**src/design/irq_pkg.sv**
```systemverilog
// shared constants of the interrupt enable and priority unit
package irq_pkg;
  // ------------------------------------------------------------
  // register addresses
  // ------------------------------------------------------------
  localparam logic [7:0] EXT_FLAGS_ADDR = 8'h91;
  localparam logic [7:0] STD_EN_ADDR    = 8'hA8;
  localparam logic [7:0] STD_PRI_ADDR   = 8'hB8;
  localparam logic [7:0] EXT_CTRL_ADDR  = 8'hD8;
  localparam logic [7:0] EXT_EN_ADDR    = 8'hE8;
  localparam logic [7:0] EXT_PRI_ADDR   = 8'hF8;
  // ------------------------------------------------------------
  // field positions
  // ------------------------------------------------------------
  localparam int GLOBAL_EN_BIT = 7;
  localparam int WAKE_FLAG_BIT = 3;
  localparam int EXT_FLAG_LSB  = 4;
  // ------------------------------------------------------------
  // reset values and fixed read bits
  // ------------------------------------------------------------
  localparam logic [7:0] STD_EN_RST     = 8'h00;
  localparam logic [5:0] STD_PRI_RST    = 6'h00;
  localparam logic [4:0] EXT_EN_RST     = 5'h00;
  localparam logic [4:0] EXT_PRI_RST    = 5'h00;
  localparam logic [7:0] STD_EN_MASK    = 8'hBF;
  localparam logic [7:0] STD_PRI_FIXED  = 8'h80;
  localparam logic [7:0] EXT_FLAG_FIXED = 8'h08;
  localparam logic [7:0] EXT_CTRL_FIXED = 8'h40;
  localparam logic [7:0] EXT_EN_FIXED   = 8'hE0;
  localparam logic [7:0] EXT_PRI_FIXED  = 8'hE0;
  // ------------------------------------------------------------
  // sources in natural rank order
  // ------------------------------------------------------------
  localparam int          NUM_SRC  = 11;
  localparam logic [3:0]  SRC_NONE = 4'hF;
endpackage : irq_pkg

```
**src/design/irq_enable_priority.sv**
```systemverilog
// interrupt enable, priority and extended flag registers
//
// How it works
// standard enable bit 4 gates serial port
// standard enable bit 3 gates timer 1
// standard enable bit 2 gates external 1
// standard enable bit 1 gates timer 0
// standard enable bit 0 gates external 0
// standard priority bits 5..0 choose levels
// rx2 ready rising edge sets flag 7
// software writing one sets pending flag
// rx1 ready rising edge sets flag 6
// spi byte done sets flag 5
// conversion done rising edge sets flag 4
// wakeup event sets sticky wakeup flag
// software setting wakeup flag raises request
// extended enable bit 4 gates wakeup
// extended enable bits 3..0 gate sources
// extended priority bit 4 sets wakeup level
// extended priority bits 3..0 set levels
// global enable clear masks everything
// level first, then natural rank
// preempt only by strictly higher level
// hardware set beats software clear
`timescale 1ns/1ns
module irq_enable_priority (
  // clock and reset
  input  wire logic       clk,
  input  wire logic       nrst,
  // special function register port
  input  wire logic [7:0] sfr_addr,
  input  wire logic       sfr_wr,
  input  wire logic       sfr_rd,
  input  wire logic [7:0] sfr_wdata,
  output logic      [7:0] sfr_rdata,
  // standard source flags, kept by their peripherals
  input  wire logic       ext0_flag,
  input  wire logic       timer0_overflow,
  input  wire logic       ext1_flag,
  input  wire logic       timer1_overflow,
  input  wire logic       serial_tx_flag,
  input  wire logic       serial_rx_flag,
  input  wire logic       timer2_overflow,
  // extended source signals
  input  wire logic       conv_eoc,
  input  wire logic       spi_byte_done,
  input  wire logic       rx1_data_ready,
  input  wire logic       rx2_data_ready,
  input  wire logic       wakeup_event,
  // core handshake
  input  wire logic       isr_enter,
  input  wire logic       isr_return,
  output logic            irq_req,
  output logic      [3:0] irq_src,
  output logic            irq_high
);

  // ------------------------------------------------------------
  // state
  // ------------------------------------------------------------
  typedef struct packed {
    logic [7:0] std_en;
    logic [5:0] std_pri;
    logic [3:0] ext_flags;
    logic       wake_flag;
    logic [4:0] ext_en;
    logic [4:0] ext_pri;
    logic [3:0] edge_prev;
    logic       svc_low;
    logic       svc_high;
    logic [7:0] rdata;
    logic       req;
    logic [3:0] src;
    logic       high;
  } state_t;

  state_t st_r;
  state_t st_nxt;

  // reset image: nothing pending, nothing in service, no source offered
  localparam state_t ST_RST = '{
    std_en:    irq_pkg::STD_EN_RST,
    std_pri:   irq_pkg::STD_PRI_RST,
    ext_flags: '0,
    wake_flag: '0,
    ext_en:    irq_pkg::EXT_EN_RST,
    ext_pri:   irq_pkg::EXT_PRI_RST,
    edge_prev: '0,
    svc_low:   '0,
    svc_high:  '0,
    rdata:     '0,
    req:       '0,
    src:       irq_pkg::SRC_NONE,
    high:      '0
  };

  logic [irq_pkg::NUM_SRC-1:0] pend;
  logic [irq_pkg::NUM_SRC-1:0] en;
  logic [irq_pkg::NUM_SRC-1:0] lvl;
  logic [3:0]                  edges;
  logic [3:0]                  hw_set;
  logic [3:0]                  sel_hi;
  logic [3:0]                  sel_lo;
  logic                        any_hi;
  logic                        any_lo;

  // ------------------------------------------------------------
  // source vectors, natural rank order
  // ------------------------------------------------------------
  always_comb begin
    edges = {rx2_data_ready, rx1_data_ready, spi_byte_done, conv_eoc};
    // history resets low, so a source high at release counts as an edge
    // conversion edge
    hw_set[0] = edges[0] & ~st_r.edge_prev[0];
    // spi byte done
    hw_set[1] = edges[1] & ~st_r.edge_prev[1];
    // rx1 edge
    hw_set[2] = edges[2] & ~st_r.edge_prev[2];
    // rx2 edge
    hw_set[3] = edges[3] & ~st_r.edge_prev[3];

    pend[0]   = ext0_flag;
    pend[1]   = timer0_overflow;
    pend[2]   = ext1_flag;
    pend[3]   = timer1_overflow;
    // either serial flag
    pend[4]   = serial_tx_flag | serial_rx_flag;
    pend[5]   = timer2_overflow;
    // stored flags pend
    pend[9:6] = st_r.ext_flags;
    // wakeup flag pends
    pend[10]  = st_r.wake_flag;

    // ext0 gate
    en[0]   = st_r.std_en[0];
    // timer0 gate
    en[1]   = st_r.std_en[1];
    // ext1 gate
    en[2]   = st_r.std_en[2];
    // timer1 gate
    en[3]   = st_r.std_en[3];
    // serial gate
    en[4]   = st_r.std_en[4];
    // timer 2 gated like the others
    en[5]   = st_r.std_en[5];
    // extended gates
    en[9:6] = st_r.ext_en[3:0];
    // wakeup gate
    en[10]  = st_r.ext_en[4];

    // standard levels
    lvl[5:0] = st_r.std_pri;
    // extended levels
    lvl[9:6] = st_r.ext_pri[3:0];
    // wakeup level
    lvl[10]  = st_r.ext_pri[4];
  end

  // ------------------------------------------------------------
  // arbitration
  // ------------------------------------------------------------
  always_comb begin
    logic [irq_pkg::NUM_SRC-1:0] act;
    act    = '0;
    sel_hi = irq_pkg::SRC_NONE;
    sel_lo = irq_pkg::SRC_NONE;
    any_hi = 1'b0;
    any_lo = 1'b0;
    // global mask
    if (st_r.std_en[irq_pkg::GLOBAL_EN_BIT]) begin
      act = pend & en;
    end
    // one scan serves both levels; the high pick is offered first later
    // lowest index wins within a level
    for (int i = irq_pkg::NUM_SRC - 1; i >= 0; i--) begin
      if (act[i] && lvl[i]) begin
        sel_hi = 4'(i);
        any_hi = 1'b1;
      end
      if (act[i] && !lvl[i]) begin
        sel_lo = 4'(i);
        any_lo = 1'b1;
      end
    end
  end

  // ------------------------------------------------------------
  // next state
  // ------------------------------------------------------------
  always_comb begin
    logic wr_flags;
    logic wr_ctrl;
    wr_flags = sfr_wr && sfr_addr == irq_pkg::EXT_FLAGS_ADDR;
    wr_ctrl  = sfr_wr && sfr_addr == irq_pkg::EXT_CTRL_ADDR;
    st_nxt           = st_r;
    // edge history follows the source lines every cycle
    st_nxt.edge_prev = edges;

    if (sfr_wr && sfr_addr == irq_pkg::STD_EN_ADDR) begin
      st_nxt.std_en = sfr_wdata & irq_pkg::STD_EN_MASK;
    end
    if (sfr_wr && sfr_addr == irq_pkg::STD_PRI_ADDR) begin
      st_nxt.std_pri = sfr_wdata[5:0];
    end
    if (sfr_wr && sfr_addr == irq_pkg::EXT_EN_ADDR) begin
      st_nxt.ext_en = sfr_wdata[4:0];
    end
    if (sfr_wr && sfr_addr == irq_pkg::EXT_PRI_ADDR) begin
      st_nxt.ext_pri = sfr_wdata[4:0];
    end

    // written ones become pending requests
    if (wr_flags) begin
      st_nxt.ext_flags = sfr_wdata[7:irq_pkg::EXT_FLAG_LSB];
    end
    // edge set overrides a same-cycle clear
    st_nxt.ext_flags = st_nxt.ext_flags | hw_set;

    // written one raises wakeup request
    if (wr_ctrl) begin
      st_nxt.wake_flag = sfr_wdata[irq_pkg::WAKE_FLAG_BIT];
    end
    // sticky until software clears
    // event beats clear
    // a level, not an edge: every cycle of the event sets the flag
    if (wakeup_event) begin
      st_nxt.wake_flag = 1'b1;
    end

    // one level of nesting per level; a return unwinds the higher one
    // a return and an entry in one cycle: the return wins
    if (isr_return) begin
      if (st_r.svc_high) begin
        st_nxt.svc_high = 1'b0;
      end else begin
        st_nxt.svc_low = 1'b0;
      end
    end else if (isr_enter && st_r.req) begin
      if (st_r.high) begin
        st_nxt.svc_high = 1'b1;
      end else begin
        st_nxt.svc_low = 1'b1;
      end
    end

    // the high pick needs only the high level free
    // only a strictly higher level preempts
    st_nxt.req  = 1'b0;
    st_nxt.src  = irq_pkg::SRC_NONE;
    st_nxt.high = 1'b0;
    if (!st_nxt.svc_high && any_hi) begin
      st_nxt.req  = 1'b1;
      st_nxt.src  = sel_hi;
      st_nxt.high = 1'b1;
    end else if (!st_nxt.svc_high && !st_nxt.svc_low && any_lo) begin
      st_nxt.req = 1'b1;
      st_nxt.src = sel_lo;
    end

    // read data, reserved bits at their fixed values
    // registered: one cycle late, but the bus output is a flop
    if (sfr_rd) begin
      unique case (sfr_addr)
        irq_pkg::EXT_FLAGS_ADDR:
          st_nxt.rdata = {st_r.ext_flags, 4'h0} | irq_pkg::EXT_FLAG_FIXED;
        irq_pkg::STD_EN_ADDR:
          st_nxt.rdata = st_r.std_en;
        irq_pkg::STD_PRI_ADDR:
          st_nxt.rdata = {2'h0, st_r.std_pri} | irq_pkg::STD_PRI_FIXED;
        irq_pkg::EXT_CTRL_ADDR:
          st_nxt.rdata = {4'h0, st_r.wake_flag, 3'h0} | irq_pkg::EXT_CTRL_FIXED;
        irq_pkg::EXT_EN_ADDR:
          st_nxt.rdata = {3'h0, st_r.ext_en} | irq_pkg::EXT_EN_FIXED;
        irq_pkg::EXT_PRI_ADDR:
          st_nxt.rdata = {3'h0, st_r.ext_pri} | irq_pkg::EXT_PRI_FIXED;
        default:
          st_nxt.rdata = 8'h00;
      endcase
    end
  end

  // ------------------------------------------------------------
  // registers
  // ------------------------------------------------------------
  always_ff @(posedge clk or negedge nrst) begin
    if (!nrst) begin
      st_r <= ST_RST;
    end else begin
      st_r <= st_nxt;
    end
  end

  // ------------------------------------------------------------
  // outputs, each straight from its flop
  // ------------------------------------------------------------

  assign sfr_rdata = st_r.rdata;
  assign irq_req   = st_r.req;
  assign irq_src   = st_r.src;
  assign irq_high  = st_r.high;

endmodule : irq_enable_priority

```
**config.mk**
```make
export PLATFORM = sky130hd
export DESIGN_NAME = irq_enable_priority
export DESIGN_NICKNAME = d
export VERILOG_FILES = /design/src/design/irq_pkg.sv /design/src/design/irq_enable_priority.sv
export SDC_FILE = /design/constraint.sdc
export NUM_CORES = 1
export LEC_CHECK = 0
export ABC_AREA = 1
export BUFFER_PORTS_ARGS = -buffer_cell sky130_fd_sc_hd__buf_2
export CORE_MARGIN = 3
export CORE_UTILIZATION = 35
export CTS_BUF_LIST = sky130_fd_sc_hd__clkbuf_4
export CTS_CLUSTER_SIZE = 20
export DETAILED_ROUTE_END_ITERATION = 7
export GPL_TIMING_DRIVEN = 0
export SKIP_CTS_REPAIR_TIMING = 1
export SYNTH_ARGS = -nofsm -noshare
export SYNTH_HDL_FRONTEND = slang
export SYNTH_SLANG_ARGS = --single-unit
```
**constraint.sdc**
```tcl
create_clock -name clk -period 4.3 [get_ports clk]
set_clock_uncertainty 0.05 [all_clocks]
set_input_delay 1.29 -clock clk [delete_from_list [all_inputs] [get_ports clk]]
set_output_delay 1.29 -clock clk [all_outputs]
set_load 0.01 [all_outputs]
```
# Word-level counts from Yosys, hierarchy flattened
# Cells that the tools add are included.
[classes] n_eq_ne=6 muxes=57 bitwise_logic=11 n_reduce_logical=46
[ops] op="$mux W4" n=21
[ops] op="$eq A8 B8 Y1 const B" n=6
[ops] op="$pmux W8 S6" n=1
[ops] op="$logic_and A1 B1 Y1" n=32
[ops] op="$mux W1" n=28
[ops] op="$logic_not A1 Y1" n=13
[ops] op="$and A11 B11 Y11" n=1
[ops] op="$mux W11" n=1
[ops] op="$mux W5" n=2
[ops] op="$mux W3" n=2
[ops] op="$and A1 B1 Y1" n=4
[ops] op="$mux W2" n=2
[ops] op="$not A1 Y1" n=4
[ops] op="$or A4 B4 Y4" n=1
[ops] op="$reduce_bool A2 Y1" n=1
[ops] op="$or A1 B1 Y1" n=1
[word_totals] ff_bits=48 wordCells=133

# Longest topological paths before layout
[logic_depth] depth_word=18 mapped_depth=14 ltp_nobuf=13

# Worst setup path before layout
# No wires, ideal clock.
[synth_path] path_type="input to register" start="in sfr_addr[1]" end="reg st_r (netlist bit lvl[4])" setup_time_ns=0.118 arrival_ns=2.248 required_time_ns=4.132 path_slack_ns=1.885 stages=9 path_cell_list="nor2_1 inv_2 nor2_8 inv_2 nor3_4 nand2_2 buf_6 nand2_1 o21ai_2"
[synth_via] elab_chain_len=2
[synth_lines] item="from (decl)" line_no="irq_enable_priority.sv:31" text="input wire logic [7:0] sfr_addr,"
[synth_lines] item="$eq A8 B8 Y1" line_no="irq_enable_priority.sv:202" text="if (sfr_wr && sfr_addr == irq_pkg::STD_PRI_ADDR) begin"
[synth_lines] item="$logic_and A1 B1 Y1" line_no="irq_enable_priority.sv:202"
[synth_lines] item="to (signal assigned)" line_no="irq_enable_priority.sv:289" text="st_r <= st_nxt;"
[synth_lines] item="to (decl)" line_no="irq_enable_priority.sv:77" text="state_t st_r;"
# Every way passes these cells.
# A chain may end at the register's enable or synchronous reset.

# Worst setup path after layout
[layout_path] start="reg st_r (netlist bit irq_src[2])" end="out irq_src[2]"
[layout_rtl] item="to (decl)" line_no="irq_enable_priority.sv:54" text="output logic [3:0] irq_src,"
# No word-level cell between the ends.

==> metrics.txt <==
outcome finished clean; top_reg_cell synth dfrtp_1; RD Place Congestion 0.852; H-tree depth 2; largest net degree at the start of global routing 49; worst-path fanout max 1; CP max stage delay 0.55 ns; Reg2Reg Setup Slack 2.60 ns; number of vias per cell 4.80; final count of hold timing violations 0; initial drt markers 99; Final Setup Violations 0; total core area 7490 um^2; Worst EP arrival 1.12 ns; Power Total 927 uW; synth warn 0; Yosys reg bits 48; Die X 95.0 um; Worst EP required 2.96 ns; number of global-route vias before repair 2,200; total of max-cap violations 0; total congestion overflow 0; Post-DP Area 3130 um^2; Fmax 407 MHz; Worst-Skew Late Latency 0.37 ns; Worst slew margin 0.293; Avg WL per Cell 13.4 um; clk buf depth 2; Seq/Total Area, Yosys 0.435; routed wl met2 3.03 mm; DRT antenna net count 0; Layout Nets 426; CP max-delay cell dfstp_2; Starting Density 0.370; clock power share 0.310; Die Ht 95.0 um; Worst Setup Start Kind flop; First-pass DRT Iterations 4; Synth area leader dfrtp_1; Antenna Diode Count 0; Tcrit/Tclk final 0.572; Reg clk slew, reported paths 0.16 ns; Post-synth EDFFs 0; Syn Std Cell Area 2770 um^2; final setup TNS 0 ns; final std cell area, no fill 3220 um^2; ys async rst share 1.00; root buffer cell clkbuf_4; top-level port count 48; Die Area 9030 um^2; RSZ-0062 raised after global routing no; Slew Limit Fails 0; share of layout cells above drive strength 1 0.316; post-layout util 0.430; top routing layer in use met4; antenna violations before repair 0; Mapped Cells 338; worst-case reg-to-reg path depth 9; CTS Buf Count 5; Sequential Power Share 0.537; worst hold path stage count 1; most common cell in the netlist nand2_1; Yosys cell types 38; global-route wire length before repair 11.0 mm; M1 WL 3.12 mm; Tot GR Track Use 0.158; crit end category primary output; pre-CTS WS 1.55 ns; area grow syn2layout 16.0%; fin crit period 2.46 ns; Yosys top cell area share 0.397; Leak 0.00167 uW; IO buf count 47; Psw 270 uW; Post-Syn Area per Cell 8.20 um^2; combinational fraction of design power 0.153; standard-cell rows 31; commonest cells in the netlist 77 x nand2_1, 46 x inv_1, 44 x dfrtp_1; Synth area leaders dfrtp_1 40%, nand2_1 10%, inv_1 6.2%; Sw Share 0.292; syn nets 372; CTS tree done; Final HPWL DP 5.16 mm; # clock sinks 48; critical path class flop to primary output; power density over the cells 288 nW/um^2; # fillers 767; Slew @ Worst Pin 1.06 ns; routed wire length 6.61 mm; WL met3 389 um; VDD IR max 0.142 mV; CP Cell Sequence buf_4 -> buf_2; total number of vias 2,364; Hold Crit Class flop to flop; Residual DRC 0; final worst slack 1.84 ns; Pint 657 uW
==> routing by layer <==
metal	up-vias	global-route usage
li1	1202	-
met1	1092	0.218
met2	60	0.257
met3	10	0.0311
met4	0	0.0313
met5	-	0
==> final cells by class <==
cell class / count / area (um^2) / share of cell area
multi-input combinational: 221 / 1230 / 0.382
buffer: 17 / 141 / 0.0440
tap: 99 / 124 / 0.0385
inverter: 52 / 195 / 0.0607
clock buffer: 5 / 37.5 / 0.0117
timing repair buffer: 47 / 235 / 0.0732
clock inverter: 3 / 46.3 / 0.0144
sequential: 48 / 1210 / 0.375
==> kinds of logic after synthesis <==
group,after synthesis,share of synthesized area
AOI/OAI and AO/OA,61,0.137
buffers and inverters,69,0.121
DFF,48,0.435
and+or+nand+nor,160,0.306
==> final timing paths <==
check | startpoint | endpoint
max in group asynchronous | nrst | en[1]
worst min-delay path | st_r[18] | pend[8]
worst max register to register | st_r[48] | irq_src[1]
worst max-delay path | irq_src[2] | irq_src[2]
worst min register to register | st_r[18] | pend[8]
min in group asynchronous | nrst | st_r[14]
==> power groups by stage <==
stage	Combinational, uW	Sequential [uW]	Clock (uW)
final	142	498	288
after detailed placement	143	506	0
after CTS	144	498	294
after global routing	162	501	313
after global placement	140	505	0
after floorplan	86.0	504	0
==> stage by stage <==
stage	hold WS (ns)	instances
2_1_floorplan	0.400	338
3_3_place_gp	0.409	484
3_5_place_dp	0.417	484
4_1_cts	0.438	492
5_1_grt	0.465	492
6_report	0.432	492
==> placed cells by master (no fill, tap or decap), types with 4 or more instances in the layout <==
cell type | Yosys | layout
inv_2 | 6 | 6
nor2_2 | 13 | 13
buf_4 | 12 | 12
nand4_1 | 9 | 9
clkbuf_4 | 0 | 5
nand2_2 | 8 | 8
buf_2 | 1 | 48
nand2_1 | 77 | 77
nand3_1 | 17 | 17
o21ai_2 | 7 | 7
nand4_2 | 4 | 4
o21ai_0 | 21 | 21
nor2_1 | 18 | 18
dfstp_2 | 4 | 4
o22ai_1 | 5 | 5
inv_1 | 46 | 46
a21o_1 | 4 | 4
dfrtp_1 | 44 | 44
a21oi_1 | 10 | 10
==> critical path: cells and delay by family, from the launching register on <==
kind | cells | cell delay [ns]
flops | 1 | 0.55
buf+inv | 2 | 0.20
==> registers in the layout, indices dropped and copies added (netlist names) <==
register   flops
irq_req        1
sfr_rdata      8
st_r           7
irq_high       1
pend           5
en            11
lvl           11
irq_src        4
(Power assumes the default switching activity.)
